File: config.mk
export PLATFORM = sky130hd
export DESIGN_NAME = power_irq_unit
export DESIGN_NICKNAME = d
export VERILOG_FILES = /design/src/rtl/irq_unit_pkg.sv /design/src/rtl/power_irq_unit.sv /design/src/rtl/event_latch_group.sv
export VERILOG_INCLUDE_DIRS = /design/src /design/src/rtl
export SDC_FILE = /design/constraint.sdc
export NUM_CORES = 1
export LEC_CHECK = 0
export ABC_AREA = 0
export BUFFER_PORTS_ARGS = -buffer_cell sky130_fd_sc_hd__buf_2
export CAP_MARGIN = 10
export CORE_ASPECT_RATIO = 0.75
export CORE_MARGIN = 3
export CORE_UTILIZATION = 41
export DETAILED_ROUTE_END_ITERATION = 6
export GPL_ROUTABILITY_DRIVEN = 1
export GPL_TIMING_DRIVEN = 0
export PLACE_DENSITY = 0.65
export SLEW_MARGIN = 20
export SYNTH_ARGS = -nofsm -noshare
export SYNTH_HDL_FRONTEND = slang
export SYNTH_HIERARCHICAL = 1
export SYNTH_SLANG_ARGS = --single-unit
File: constraint.sdc
create_clock -name aclk -period 4.3 [get_ports aclk]
set_input_delay 0.645 -clock aclk [delete_from_list [all_inputs] [get_ports aclk]]
set_output_delay 0.645 -clock aclk [all_outputs]
set_load 0.1 [all_outputs]
File: src/rtl/irq_unit_params.svh
// offsets, field positions, reset values and timing counts of the interrupt unit
`ifndef IRQ_UNIT_PARAMS_SVH
`define IRQ_UNIT_PARAMS_SVH

`define ADDR_W        12
`define GRP_W         8
`define NUM_GRP       10
`define NUM_GLOBAL    4
`define NUM_SW_FLT    3
`define NUM_LDO_FLT   3
`define EV_W          80
`define IST_W         2

`define OFF_SYS       8'h00
`define OFF_TEST      8'h04
`define OFF_IST       8'h08
`define OFF_IMSK      8'h0c
`define GRP_BASE_IDX  4'h4
`define GRP_END_IDX   4'he
`define SUB_STAT      4'h0
`define SUB_MASK      4'h4
`define SUB_SENSE     4'h8

`define IST_NEW_PEND  0
`define IST_TEST_DONE 1

`define MASK_RST      8'h00
`define IMSK_RST      2'h0
`define RESP_OKAY     2'h0
`define RESP_SLVERR   2'h2

`define CLK_PERIOD_NS 100
`define TEST_PULSE_NS 100000
`define TEST_PULSE_CYC (`TEST_PULSE_NS / `CLK_PERIOD_NS)
`define TEST_CNT_W    10

`endif

File: src/rtl/irq_unit_pkg.sv
// types shared by the interrupt unit files
`include "irq_unit_params.svh"
package irq_unit_pkg;
  typedef enum logic [2:0] {
    SEL_SYS    = 3'b000,
    SEL_TEST   = 3'b001,
    SEL_IST    = 3'b010,
    SEL_IMSK   = 3'b011,
    SEL_GSTAT  = 3'b100,
    SEL_GMASK  = 3'b101,
    SEL_GSENSE = 3'b110,
    SEL_NONE   = 3'b111
  } reg_sel_t;

  typedef struct packed {
    reg_sel_t   sel;
    logic [3:0] grp;
  } reg_dec_t;

  typedef struct packed {
    logic [`GRP_W-1:0] status;
    logic [`GRP_W-1:0] mask;
    logic [`GRP_W-1:0] sense;
  } grp_view_t;

  typedef struct packed {
    logic [`GRP_W-1:0] data;
    logic              stat_we;
    logic              mask_we;
  } grp_wr_t;
endpackage

File: src/rtl/power_irq_unit.sv
// two-level interrupt unit with an axi4-lite register slave
//
// Our own choices: the AXI4-Lite interface to the registers and the placing of the registers.
`timescale 1ns/1ps
`include "irq_unit_params.svh"
module power_irq_unit (
  // clock and reset
  input  wire logic                  aclk,
  input  wire logic                  aresetn,
  // axi4-lite write address
  input  wire logic [`ADDR_W-1:0]    awaddr,
  input  wire logic                  awvalid,
  output logic                       awready,
  // axi4-lite write data and response
  input  wire logic [31:0]           wdata,
  input  wire logic [3:0]            wstrb,
  input  wire logic                  wvalid,
  output logic                       wready,
  output logic [1:0]                 bresp,
  output logic                       bvalid,
  input  wire logic                  bready,
  // axi4-lite read
  input  wire logic [`ADDR_W-1:0]    araddr,
  input  wire logic                  arvalid,
  output logic                       arready,
  output logic [31:0]                rdata,
  output logic [1:0]                 rresp,
  output logic                       rvalid,
  input  wire logic                  rready,
  // event sense signals, asynchronous
  input  wire logic [`EV_W-1:0]      sense_in,
  // interrupt outputs
  output logic                       irq_out_n,
  output logic                       sys_irq
);
  import irq_unit_pkg::*;

  localparam int TEST_LAST = `TEST_PULSE_CYC - 1;

  // fixed ten-group map, decoded once for reads and once for writes
  function automatic reg_dec_t dec_addr(input logic [`ADDR_W-1:0] a);
    reg_dec_t d;
    d.sel = SEL_NONE;
    d.grp = 4'h0;
    if (a[11:8] == 4'h0 && a[1:0] == 2'h0) begin
      case (a[7:0])
        `OFF_SYS:  d.sel = SEL_SYS;
        `OFF_TEST: d.sel = SEL_TEST;
        `OFF_IST:  d.sel = SEL_IST;
        `OFF_IMSK: d.sel = SEL_IMSK;
        default: begin
          if (a[7:4] >= `GRP_BASE_IDX && a[7:4] < `GRP_END_IDX) begin
            d.grp = a[7:4] - `GRP_BASE_IDX;
            case (a[3:0])
              `SUB_STAT:  d.sel = SEL_GSTAT;
              `SUB_MASK:  d.sel = SEL_GMASK;
              `SUB_SENSE: d.sel = SEL_GSENSE;
              default:    d.sel = SEL_NONE;
            endcase
          end
        end
      endcase
    end
    return d;
  endfunction

  // axi state
  logic                   awready_r;
  logic                   wready_r;
  logic                   aw_have_r;
  logic                   w_have_r;
  logic [`ADDR_W-1:0]     awaddr_r;
  logic [`GRP_W-1:0]      wdata_r;
  logic                   wstrb0_r;
  logic                   bvalid_r;
  logic [1:0]             bresp_r;
  logic                   arready_r;
  logic                   rvalid_r;
  logic [31:0]            rdata_r;
  logic [1:0]             rresp_r;
  logic                   do_wr;
  logic                   ar_take;
  reg_dec_t               wr_dec;
  reg_dec_t               ar_dec;
  logic [31:0]            rd_word;

  // block state
  logic [`EV_W-1:0]       sense_s1_r;
  logic [`EV_W-1:0]       sense_s2_r;
  logic [`EV_W-1:0]       sense_s3_r;
  logic [`EV_W-1:0]       sense_rise;
  grp_view_t              view [`NUM_GRP];
  grp_wr_t                grp_wr [`NUM_GRP];
  logic [`NUM_GRP-1:0]    pend_vec;
  logic [`NUM_GRP-1:0]    sys_r;
  logic                   irq_out_n_r;
  logic                   test_act_r;
  logic [`TEST_CNT_W-1:0] test_cnt_r;
  logic                   any_pend_d_r;
  logic [`IST_W-1:0]      ist_r;
  logic [`IST_W-1:0]      ist_ev;
  logic [`IST_W-1:0]      ist_clr;
  logic [`IST_W-1:0]      imsk_r;
  logic                   sys_irq_r;
  logic                   test_go;

  assign wr_dec  = dec_addr(awaddr_r);
  assign ar_dec  = dec_addr(araddr);
  assign do_wr   = aw_have_r && w_have_r;
  assign ar_take = arvalid && arready_r;

  // write address and data are taken independently, in either order
  always_ff @(posedge aclk) begin
    if (!aresetn) begin
      awready_r <= 1'b1;
      aw_have_r <= 1'b0;
      awaddr_r  <= {`ADDR_W{1'b0}};
    end else if (awvalid && awready_r) begin
      awready_r <= 1'b0;
      aw_have_r <= 1'b1;
      awaddr_r  <= awaddr;
    end else if (do_wr) begin
      aw_have_r <= 1'b0;
    end else if (bvalid_r && bready) begin
      awready_r <= 1'b1;
    end
  end

  always_ff @(posedge aclk) begin
    if (!aresetn) begin
      wready_r <= 1'b1;
      w_have_r <= 1'b0;
      wdata_r  <= {`GRP_W{1'b0}};
      wstrb0_r <= 1'b0;
    end else if (wvalid && wready_r) begin
      wready_r <= 1'b0;
      w_have_r <= 1'b1;
      wdata_r  <= wdata[`GRP_W-1:0];
      wstrb0_r <= wstrb[0];
    end else if (do_wr) begin
      w_have_r <= 1'b0;
    end else if (bvalid_r && bready) begin
      wready_r <= 1'b1;
    end
  end

  // readonly targets answer okay and ignore the data
  always_ff @(posedge aclk) begin
    if (!aresetn) begin
      bvalid_r <= 1'b0;
      bresp_r  <= `RESP_OKAY;
    end else if (do_wr) begin
      bvalid_r <= 1'b1;
      bresp_r  <= (wr_dec.sel == SEL_NONE) ? `RESP_SLVERR : `RESP_OKAY;
    end else if (bvalid_r && bready) begin
      bvalid_r <= 1'b0;
    end
  end

  // sense words show the synchronised live level
  always_comb begin
    rd_word = 32'h0000_0000;
    case (ar_dec.sel)
      SEL_SYS:    rd_word[`NUM_GRP-1:0] = sys_r;
      SEL_TEST:   rd_word[0] = test_act_r;
      SEL_IST:    rd_word[`IST_W-1:0] = ist_r;
      SEL_IMSK:   rd_word[`IST_W-1:0] = imsk_r;
      SEL_GSTAT:  rd_word[`GRP_W-1:0] = view[ar_dec.grp].status;
      SEL_GMASK:  rd_word[`GRP_W-1:0] = view[ar_dec.grp].mask;
      SEL_GSENSE: rd_word[`GRP_W-1:0] = view[ar_dec.grp].sense;
      default:    rd_word = 32'h0000_0000;
    endcase
  end

  always_ff @(posedge aclk) begin
    if (!aresetn) begin
      arready_r <= 1'b1;
      rvalid_r  <= 1'b0;
      rdata_r   <= 32'h0000_0000;
      rresp_r   <= `RESP_OKAY;
    end else if (ar_take) begin
      arready_r <= 1'b0;
      rvalid_r  <= 1'b1;
      rdata_r   <= rd_word;
      rresp_r   <= (ar_dec.sel == SEL_NONE) ? `RESP_SLVERR : `RESP_OKAY;
    end else if (rvalid_r && rready) begin
      rvalid_r  <= 1'b0;
      arready_r <= 1'b1;
    end
  end

  // two stages before any logic; edges compare the second stage with a third stage
  always_ff @(posedge aclk) begin
    if (!aresetn) begin
      sense_s1_r <= {`EV_W{1'b0}};
      sense_s2_r <= {`EV_W{1'b0}};
      sense_s3_r <= {`EV_W{1'b0}};
    end else begin
      sense_s1_r <= sense_in;
      sense_s2_r <= sense_s1_r;
      sense_s3_r <= sense_s2_r;
    end
  end

  assign sense_rise = sense_s2_r & ~sense_s3_r;

  // groups 0-3 global, 4-6 regulator faults, 7-9 ldo faults
  for (genvar g = 0; g < `NUM_GRP; g++) begin : grp_gen
    assign grp_wr[g].data    = wdata_r;
    assign grp_wr[g].stat_we = do_wr && wstrb0_r && wr_dec.sel == SEL_GSTAT && wr_dec.grp == 4'(g);
    assign grp_wr[g].mask_we = do_wr && wstrb0_r && wr_dec.sel == SEL_GMASK && wr_dec.grp == 4'(g);
    event_latch_group u_grp (
      .aclk       (aclk),
      .aresetn    (aresetn),
      .sense_lvl  (sense_s2_r[g*`GRP_W +: `GRP_W]),
      .sense_rise (sense_rise[g*`GRP_W +: `GRP_W]),
      .wr         (grp_wr[g]),
      .view       (view[g]),
      .pending    (pend_vec[g])
    );
  end

  always_ff @(posedge aclk) begin
    if (!aresetn) begin
      sys_r <= {`NUM_GRP{1'b0}};
    end else begin
      sys_r <= pend_vec;
    end
  end

  // test pulse; a request during a running pulse is dropped
  assign test_go = do_wr && wstrb0_r && wr_dec.sel == SEL_TEST && wdata_r[0] && !test_act_r;

  always_ff @(posedge aclk) begin
    if (!aresetn) begin
      test_act_r <= 1'b0;
      test_cnt_r <= {`TEST_CNT_W{1'b0}};
    end else if (test_go) begin
      test_act_r <= 1'b1;
      test_cnt_r <= {`TEST_CNT_W{1'b0}};
    end else if (test_act_r) begin
      if (test_cnt_r == `TEST_CNT_W'(TEST_LAST)) begin
        test_act_r <= 1'b0;
      end else begin
        test_cnt_r <= test_cnt_r + 1'b1;
      end
    end
  end

  // pin is low while anything unmasked waits or the test runs
  always_ff @(posedge aclk) begin
    if (!aresetn) begin
      irq_out_n_r <= 1'b1;
    end else begin
      irq_out_n_r <= ~((|pend_vec) | test_act_r);
    end
  end

  // block-level status: new pending rise and test end; cleared by reading
  assign ist_ev[`IST_NEW_PEND]  = (|pend_vec) && !any_pend_d_r;
  assign ist_ev[`IST_TEST_DONE] = test_act_r && test_cnt_r == `TEST_CNT_W'(TEST_LAST);
  assign ist_clr = (ar_take && ar_dec.sel == SEL_IST) ? {`IST_W{1'b1}} : {`IST_W{1'b0}};

  always_ff @(posedge aclk) begin
    if (!aresetn) begin
      any_pend_d_r <= 1'b0;
      ist_r        <= {`IST_W{1'b0}};
      sys_irq_r    <= 1'b0;
    end else begin
      any_pend_d_r <= |pend_vec;
      ist_r        <= (ist_r & ~ist_clr) | ist_ev;
      sys_irq_r    <= |(ist_r & ~imsk_r);
    end
  end

  always_ff @(posedge aclk) begin
    if (!aresetn) begin
      imsk_r <= `IMSK_RST;
    end else if (do_wr && wstrb0_r && wr_dec.sel == SEL_IMSK) begin
      imsk_r <= wdata_r[`IST_W-1:0];
    end
  end

  assign awready   = awready_r;
  assign wready    = wready_r;
  assign bvalid    = bvalid_r;
  assign bresp     = bresp_r;
  assign arready   = arready_r;
  assign rvalid    = rvalid_r;
  assign rdata     = rdata_r;
  assign rresp     = rresp_r;
  assign irq_out_n = irq_out_n_r;
  assign sys_irq   = sys_irq_r;

  // checks
  logic [`GRP_W-1:0] ast_sense;
  assign ast_sense = view[ar_dec.grp].sense;

  // rebuilt from the group views, so the summary checks do not lean on pend_vec
  logic [`NUM_GRP-1:0] ast_pend;
  always_comb begin
    for (int i = 0; i < `NUM_GRP; i++) begin
      ast_pend[i] = |(view[i].status & ~view[i].mask);
    end
  end
endmodule

File: src/rtl/event_latch_group.sv
// one second-level group: status latches, mask bits and live sense levels
`timescale 1ns/1ps
`include "irq_unit_params.svh"
module event_latch_group (
  // clock and reset
  input  wire logic                    aclk,
  input  wire logic                    aresetn,
  // synchronised sense levels and their rising edges
  input  wire logic [`GRP_W-1:0]       sense_lvl,
  input  wire logic [`GRP_W-1:0]       sense_rise,
  // register access
  input  wire irq_unit_pkg::grp_wr_t   wr,
  output irq_unit_pkg::grp_view_t      view,
  output logic                         pending
);
  import irq_unit_pkg::*;

  logic [`GRP_W-1:0] status_r;
  logic [`GRP_W-1:0] mask_r;
  logic [`GRP_W-1:0] clr_h;
  logic [`GRP_W-1:0] keep_h;

  assign clr_h  = wr.stat_we ? wr.data : {`GRP_W{1'b0}};
  assign keep_h = status_r & ~wr.data;

  always_ff @(posedge aclk) begin
    if (!aresetn) begin
      status_r <= {`GRP_W{1'b0}};
    end else begin
      status_r <= (status_r & ~clr_h) | sense_rise;
    end
  end

  always_ff @(posedge aclk) begin
    if (!aresetn) begin
      mask_r <= `MASK_RST;
    end else if (wr.mask_we) begin
      mask_r <= wr.data;
    end
  end

  assign view.status = status_r;
  assign view.mask   = mask_r;
  assign view.sense  = sense_lvl;
  assign pending     = |(status_r & ~mask_r);
endmodule

Word-level counts from Yosys, hierarchy flattened
Cells that the tools add are included.
W data, S select, Z words.
{ "word_totals": {"output_inout_bits": 43, "ff_bits": 470} }
{ "op_classes": {"n_reduce_logical": 76, "bitwise": 62, "magnitude_cmp": 5, "addsub": 3, "muxes": 46, "n_eq_ne": 34} }
{ "op_table": {"columns": ["operator", "count"], "rows": [
  ["$and A8 B8 Y8", 20],
  ["$not A8 Y8", 20],
  ["$bmux W24 S4", 1],
  ["$and A80 B80 Y80", 1],
  ["$mux W8", 10],
  ["$not A80 Y80", 1],
  ["$or A8 B8 Y8", 10],
  ["$reduce_or A8 Y1", 10],
  ["$reduce_or A80 Y1", 1],
  ["$mux W24", 2],
  ["$logic_and A1 B1 Y1", 40],
  ["$eq A8 B4 Y1 const B", 4],
  ["$mux W7", 4],
  ["$eq A4 B3 Y1 const B", 6],
  ["$pmux W3 S4", 2],
  ["$pmux W6 S4", 1],
  ["$eq A3 B3 Y1 const B", 7],
  ["$logic_not A4 Y1", 5],
  ["$eq A4 B4 Y1 const B", 4],
  ["$eq A8 B3 Y1 const B", 2],
  ["$logic_not A8 Y1", 2],
  ["$mux W1", 16],
  ["$pmux W2 S3", 2],
  ["$reduce_bool A2 Y1", 6],
  ["27 further kinds", 49]
]} }

Depth between registers and ports, before layout
{ "logic_depth": {"depth_word": 12, "ltp_mapped": 13, "ltp_nobuf": 11} }

By module
The synthesis kept the hierarchy.
{ "by_module_without_submodules": {"columns": ["module", "instances", "area_per_inst_um2", "cells_each", "seq_area_each_um2"], "rows": [
  ["power_irq_unit", 1, 12525.8, 1369, 6165.9],
  ["event_latch_group", 10, 705.7, 80, 320.3]
]} }

Worst setup path after synthesis
Ideal clock, no wire load.
{ "synth_timing": {"kind": "input-to-reg", "from": "input araddr[6]", "to": "register rdata_r[6], in the netlist rdata[6]", "required_time_ps": 4174, "path_slack_ps": 1313, "path_stages": 11, "t_arrival_ps": 2861, "cell_sequence": "clkbuf_1 inv_1 ha_1 a21oi_1 nand4_1 clkbuf_1 nand2_1 a21oi_1 or3_1 o41ai_1 a21oi_1"} }
{ "synth_between": {"elab_chain_cells": 10, "elab_cells_between_ends": 22, "classes_between": "add/sub (1); order compare (2); eq/ne (6); mux (8); bitwise (1); reduce/logical (4)"} }
{ "synth_rtl": {"columns": ["item", "line", "text"], "rows": [
  ["from (decl)", "power_irq_unit.sv:23", "input wire logic [`ADDR_W-1:0] araddr,"],
  ["$ge A4 B3 Y1 (no source line) or $lt A4 B4 Y1 (tied branches)", null, null],
  ["$logic_and A1 B1 Y1 (no source line)", null, null],
  ["$mux W7", "power_irq_unit.sv:52", "if (a[7:4] >= `GRP_BASE_IDX && a[7:4] < `GRP_END_IDX) begin"],
  ["$mux W4", "power_irq_unit.sv:46", "case (a[7:0])"],
  ["$mux W7 *", "power_irq_unit.sv:45", "if (a[11:8] == 4'h0 && a[1:0] == 2'h0) begin"],
  ["$not A4 Y5", null, null],
  ["$bmux W24 S4", null, null],
  ["$mux W24 (not written as such) (2 in a row)", "power_irq_unit.sv:170", "SEL_GSENSE: rd_word[`GRP_W-1:0] = view[ar_dec.grp].sense;"],
  ["$pmux W6 S4 *", "power_irq_unit.sv:163", "case (ar_dec.sel)"],
  ["to (signal assigned)", "power_irq_unit.sv:184", "rdata_r <= rd_word;"],
  ["to (decl)", "power_irq_unit.sv:79", "logic [31:0] rdata_r;"]
]} }
Mark *: on every way between the ends. The rest lies on a longest branch, timed or not. The select of a mux whose other input is x is not followed.
A chain may end at the register's enable or synchronous reset.

Final worst setup path
{ "layout_timing": {"from": "input araddr[6]", "to": "register rdata_r[3], in the netlist rdata[3]"} }
Same word-level chain as after synthesis.

==> flow_summary.toml <==
[cells_and_area]
utilization_pct = 49.30
final_area_sq_um = 22990
nFillCells = 4497
layout.nets = 2534
drive_gt1_share_pct = 16.45
area_growth_pct = 17.39
final-instance-count-excl-fill = 3051

[pwr]
power_frac_comb_pct = 8.8
worst_ir_drop_vdd_mv = 0.2995
seqPwrFrac_pct = 47.2
power_leakage_nw = 8.905
power.total_mw = 9.824
clockPowerShare_pct = 44.0
power_switching_mw = 2.445
p_sw_share_pct = 24.89
power_density_nw_per_um2 = 427.4
p_int_mw = 7.378

[timing]
tightest_slew_ns = 1.044
setup_slack_ns = -0.01508
whs_ns = 0.2660
setup_viol = 1
final.min_clock_period_ns = 4.315
setup_tns_ns = -0.01508
fin_skew_ns = 0.01780
hold_viol_final = 0
drv_slew = 0
period_share_pct = 100.4
slew_headroom_pct = 30.21
max_freq_mhz = 231.7
rsz0062_at_grt = "false"

[synth]
async_flop_share_pct = 0
synth_edf_count = 0
syn_inst = 2169
syn_area_sq_um = 19580
ys_seq_elements = 468
yosysUniqueCellTypes = 71
synthFlopType = "dfxtp_1"
ys_seq_area_share_pct = 47.84
postSynthAreaPerCell_sq_um = 9.028
yosys_warnings = 6

[global_route]
overflow = 0
grt_pass1_wl_mm = 97.57
grt_max_degree = 75
antenna_found_initial = 4
grt_pass1_vias = 15170
grt_usage_pct = 25.98

[placement]
place_worst_setup_slack_ns = -0.3140
numPortBuffers = 135
gp_congestion = 1.015
dp.cells = 2963
hpwl_mm = 51.18
post_dp_cell_area_sq_um = 21330

[clock_network]
cts_tree = "yes"
clock_sinks = 468
cts_post_setup_buffers_inserted = 0
cts_resized = 0
cts.htree.levels = 2
cts-buffers-inserted = 47
clockBufferDepth = 3
clkLatencyLatePin_ns = 0.58
clk_pin_slew_ns = 0.07
cts_root_buf = "clkbuf_16"
holdBufCountCts = 0

[routing]
antenna_left = 0
wire_per_inst_um = 21.96
via_per_inst = 5.178
drc = 0
dr.pass1.iters = 7
vias = 15800
finalWirelength_mm = 67.01
drtIter0Drc = 1402

[outcome]
status = "finished, violations left"
violations = "setup timing"

[job]
drv_cap = 0

[die]
rows = 68
core_region_area_sq_um = 46620
die-area_sq_um = 50450
fp.dieW_um = 258.4
initial_core_util_pct = 42.00
num_io_pins = 190
die_h_um = 195.3

[worst_hold_path]
hp-class = "primary input to flop"
min_from = "sense_in[63]"

[worst_setup_path]
worst-path-max-fanout = 9
critical_path.top_delay_family = "compound AO/OA/AOI/OAI gates"
cp_cell_sequence = "buf_2 > clkbuf_1 > inv_1 > ha_1 > a21o_1 > clkbuf_1 > nor3_1 > nand3_1 > a311oi_1 > a221o_1 > o21ai_0 > a31oi_1"
path_common_cell = "clkbuf_1"
r2r_start = "awaddr_r[6]"
cp_data_required_time_ns = 4.82
critPathArrivalTime_ns = 4.83
reg2reg_slack_ns = 1.24
worst_path_max_delay_cell = "a311oi_1"
path_class = "primary input to flop"
max_stage_delay_ns = 0.85
crit_buf_inv = 4
worstSetupStartpoint = "araddr[6]"
start_kind = "primary input"
cp-end-kind = "flop"
[cells by family (layout without fill, tap and decap cells)]
family	count (synthesis)	after routing	share of synthesized area (%)
AO/OA/AOI/OAI	327	327	10.26
XOR/XNOR	9	9	0.4025
adder cells (fa/ha/maj)	5	5	0.3195
buffers and inverters	300	527	7.948
flip-flops	468	468	47.84
multiplexers	134	134	7.048
other	1	26	0.01915
AND/OR/NAND/NOR	925	925	26.16
[worst register-to-register path, delay by kind of cell, from the launching register on]
family | cells | cell delay [ns]
mux | 1 | 0.22
buf+inv | 3 | 0.70
fa+ha+maj | 1 | 0.22
flops | 1 | 0.43
simple gates | 5 | 1.09
compound gates | 2 | 0.27
[power groups by stage]
stage	logic (mW)	registers (mW)	clock network, mW
2_1_floorplan	0.526	4.71	0
3_3_place_gp	0.803	4.75	0
3_5_place_dp	0.855	4.73	0
4_1_cts	0.858	4.64	4.42
5_1_grt	0.928	4.65	4.58
6_report	0.866	4.64	4.32
[placed cells by master (no fill, tap or decap), drive strengths merged, types with 7 or more instances in the layout]
| master | instances |
|---|---|
| mux2i | 112 |
| clkinv | 12 |
| o22ai | 52 |
| nand2 | 222 |
| mux2 | 21 |
| clkbuf | 141 |
| dfxtp | 468 |
| nand2b | 13 |
| buf | 273 |
| nand4 | 14 |
| inv | 92 |
| conb | 24 |
| and2 | 262 |
| nor4 | 14 |
| a21oi | 160 |
| o21ai | 24 |
| nor2b | 250 |
| a211oi | 11 |
| a31oi | 9 |
| nor2 | 61 |
| and3 | 7 |
| a221oi | 10 |
| or4 | 13 |
| nand3 | 34 |
| nor3 | 13 |
[path summary, 6_finish.rpt]
kind | endpoint | cells past startpoint
worst max register to register | grp_gen[0].u_grp/mask_r[1] | 12
worst max-delay path | rdata[3] | 12
worst min-delay path | sense_s1_r[63] | 2
worst min register to register | sense_s2_r[30] | 1
[registers in the layout, indices dropped and copies added (netlist names), 2 cells and up]
name and flops:
wdata_r 8, sys_r 10, sense_s2_r 80, rdata 10, imsk_r 2, grp_gen.u_grp/mask_r 80
ist_r 2, grp_gen.u_grp/status_r 80, awaddr_r 12, sense_s3_r 80, sense_s1_r 80, test_cnt_r 10
[area by class of cell]
type                       instances  area (sq um)  area share [%]
timing repair buffer             141         843.3           3.669
sequential                       468          9379           40.80
antenna                            2         5.005         0.02177
inverter                          90         337.8           1.470
multi-input combinational       1424          8768           38.15
buffer                           210          1221           5.312
tap                              630         788.3           3.429
clock inverter                    23         275.3           1.197
clock buffer                      63          1369           5.955
[routing by layer]
layer	track usage, %	part of all wire [%]	vias to the layer above
met2	37.80	41	622
met4	7.115	2.3	2
met1	38.65	48	7537
met5	0	0.019	-
met3	5.562	8.7	99
li1	-	-	7539
[synth_stat cells (11+ instances only)]
cell	number	area, sq um
dfxtp_1	468	9369
buf_4	106	795.8
nor3_1	13	65.06
or4_1	11	82.58
nand2b_1	13	81.33
nor2b_1	250	1564
o22ai_1	51	319.1
mux2_2	21	236.5
nor2_1	61	229.0
and2_1	261	1633
nand3_1	34	170.2
inv_1	88	330.3
nor4_1	11	68.82
buf_2	20	100.1
nand2_1	222	833.3
o21ai_0	24	120.1
mux2i_1	112	1121
nand4_1	14	87.58
a21oi_1	160	800.8
clkbuf_1	78	292.8
(Power assumes the default switching activity.)
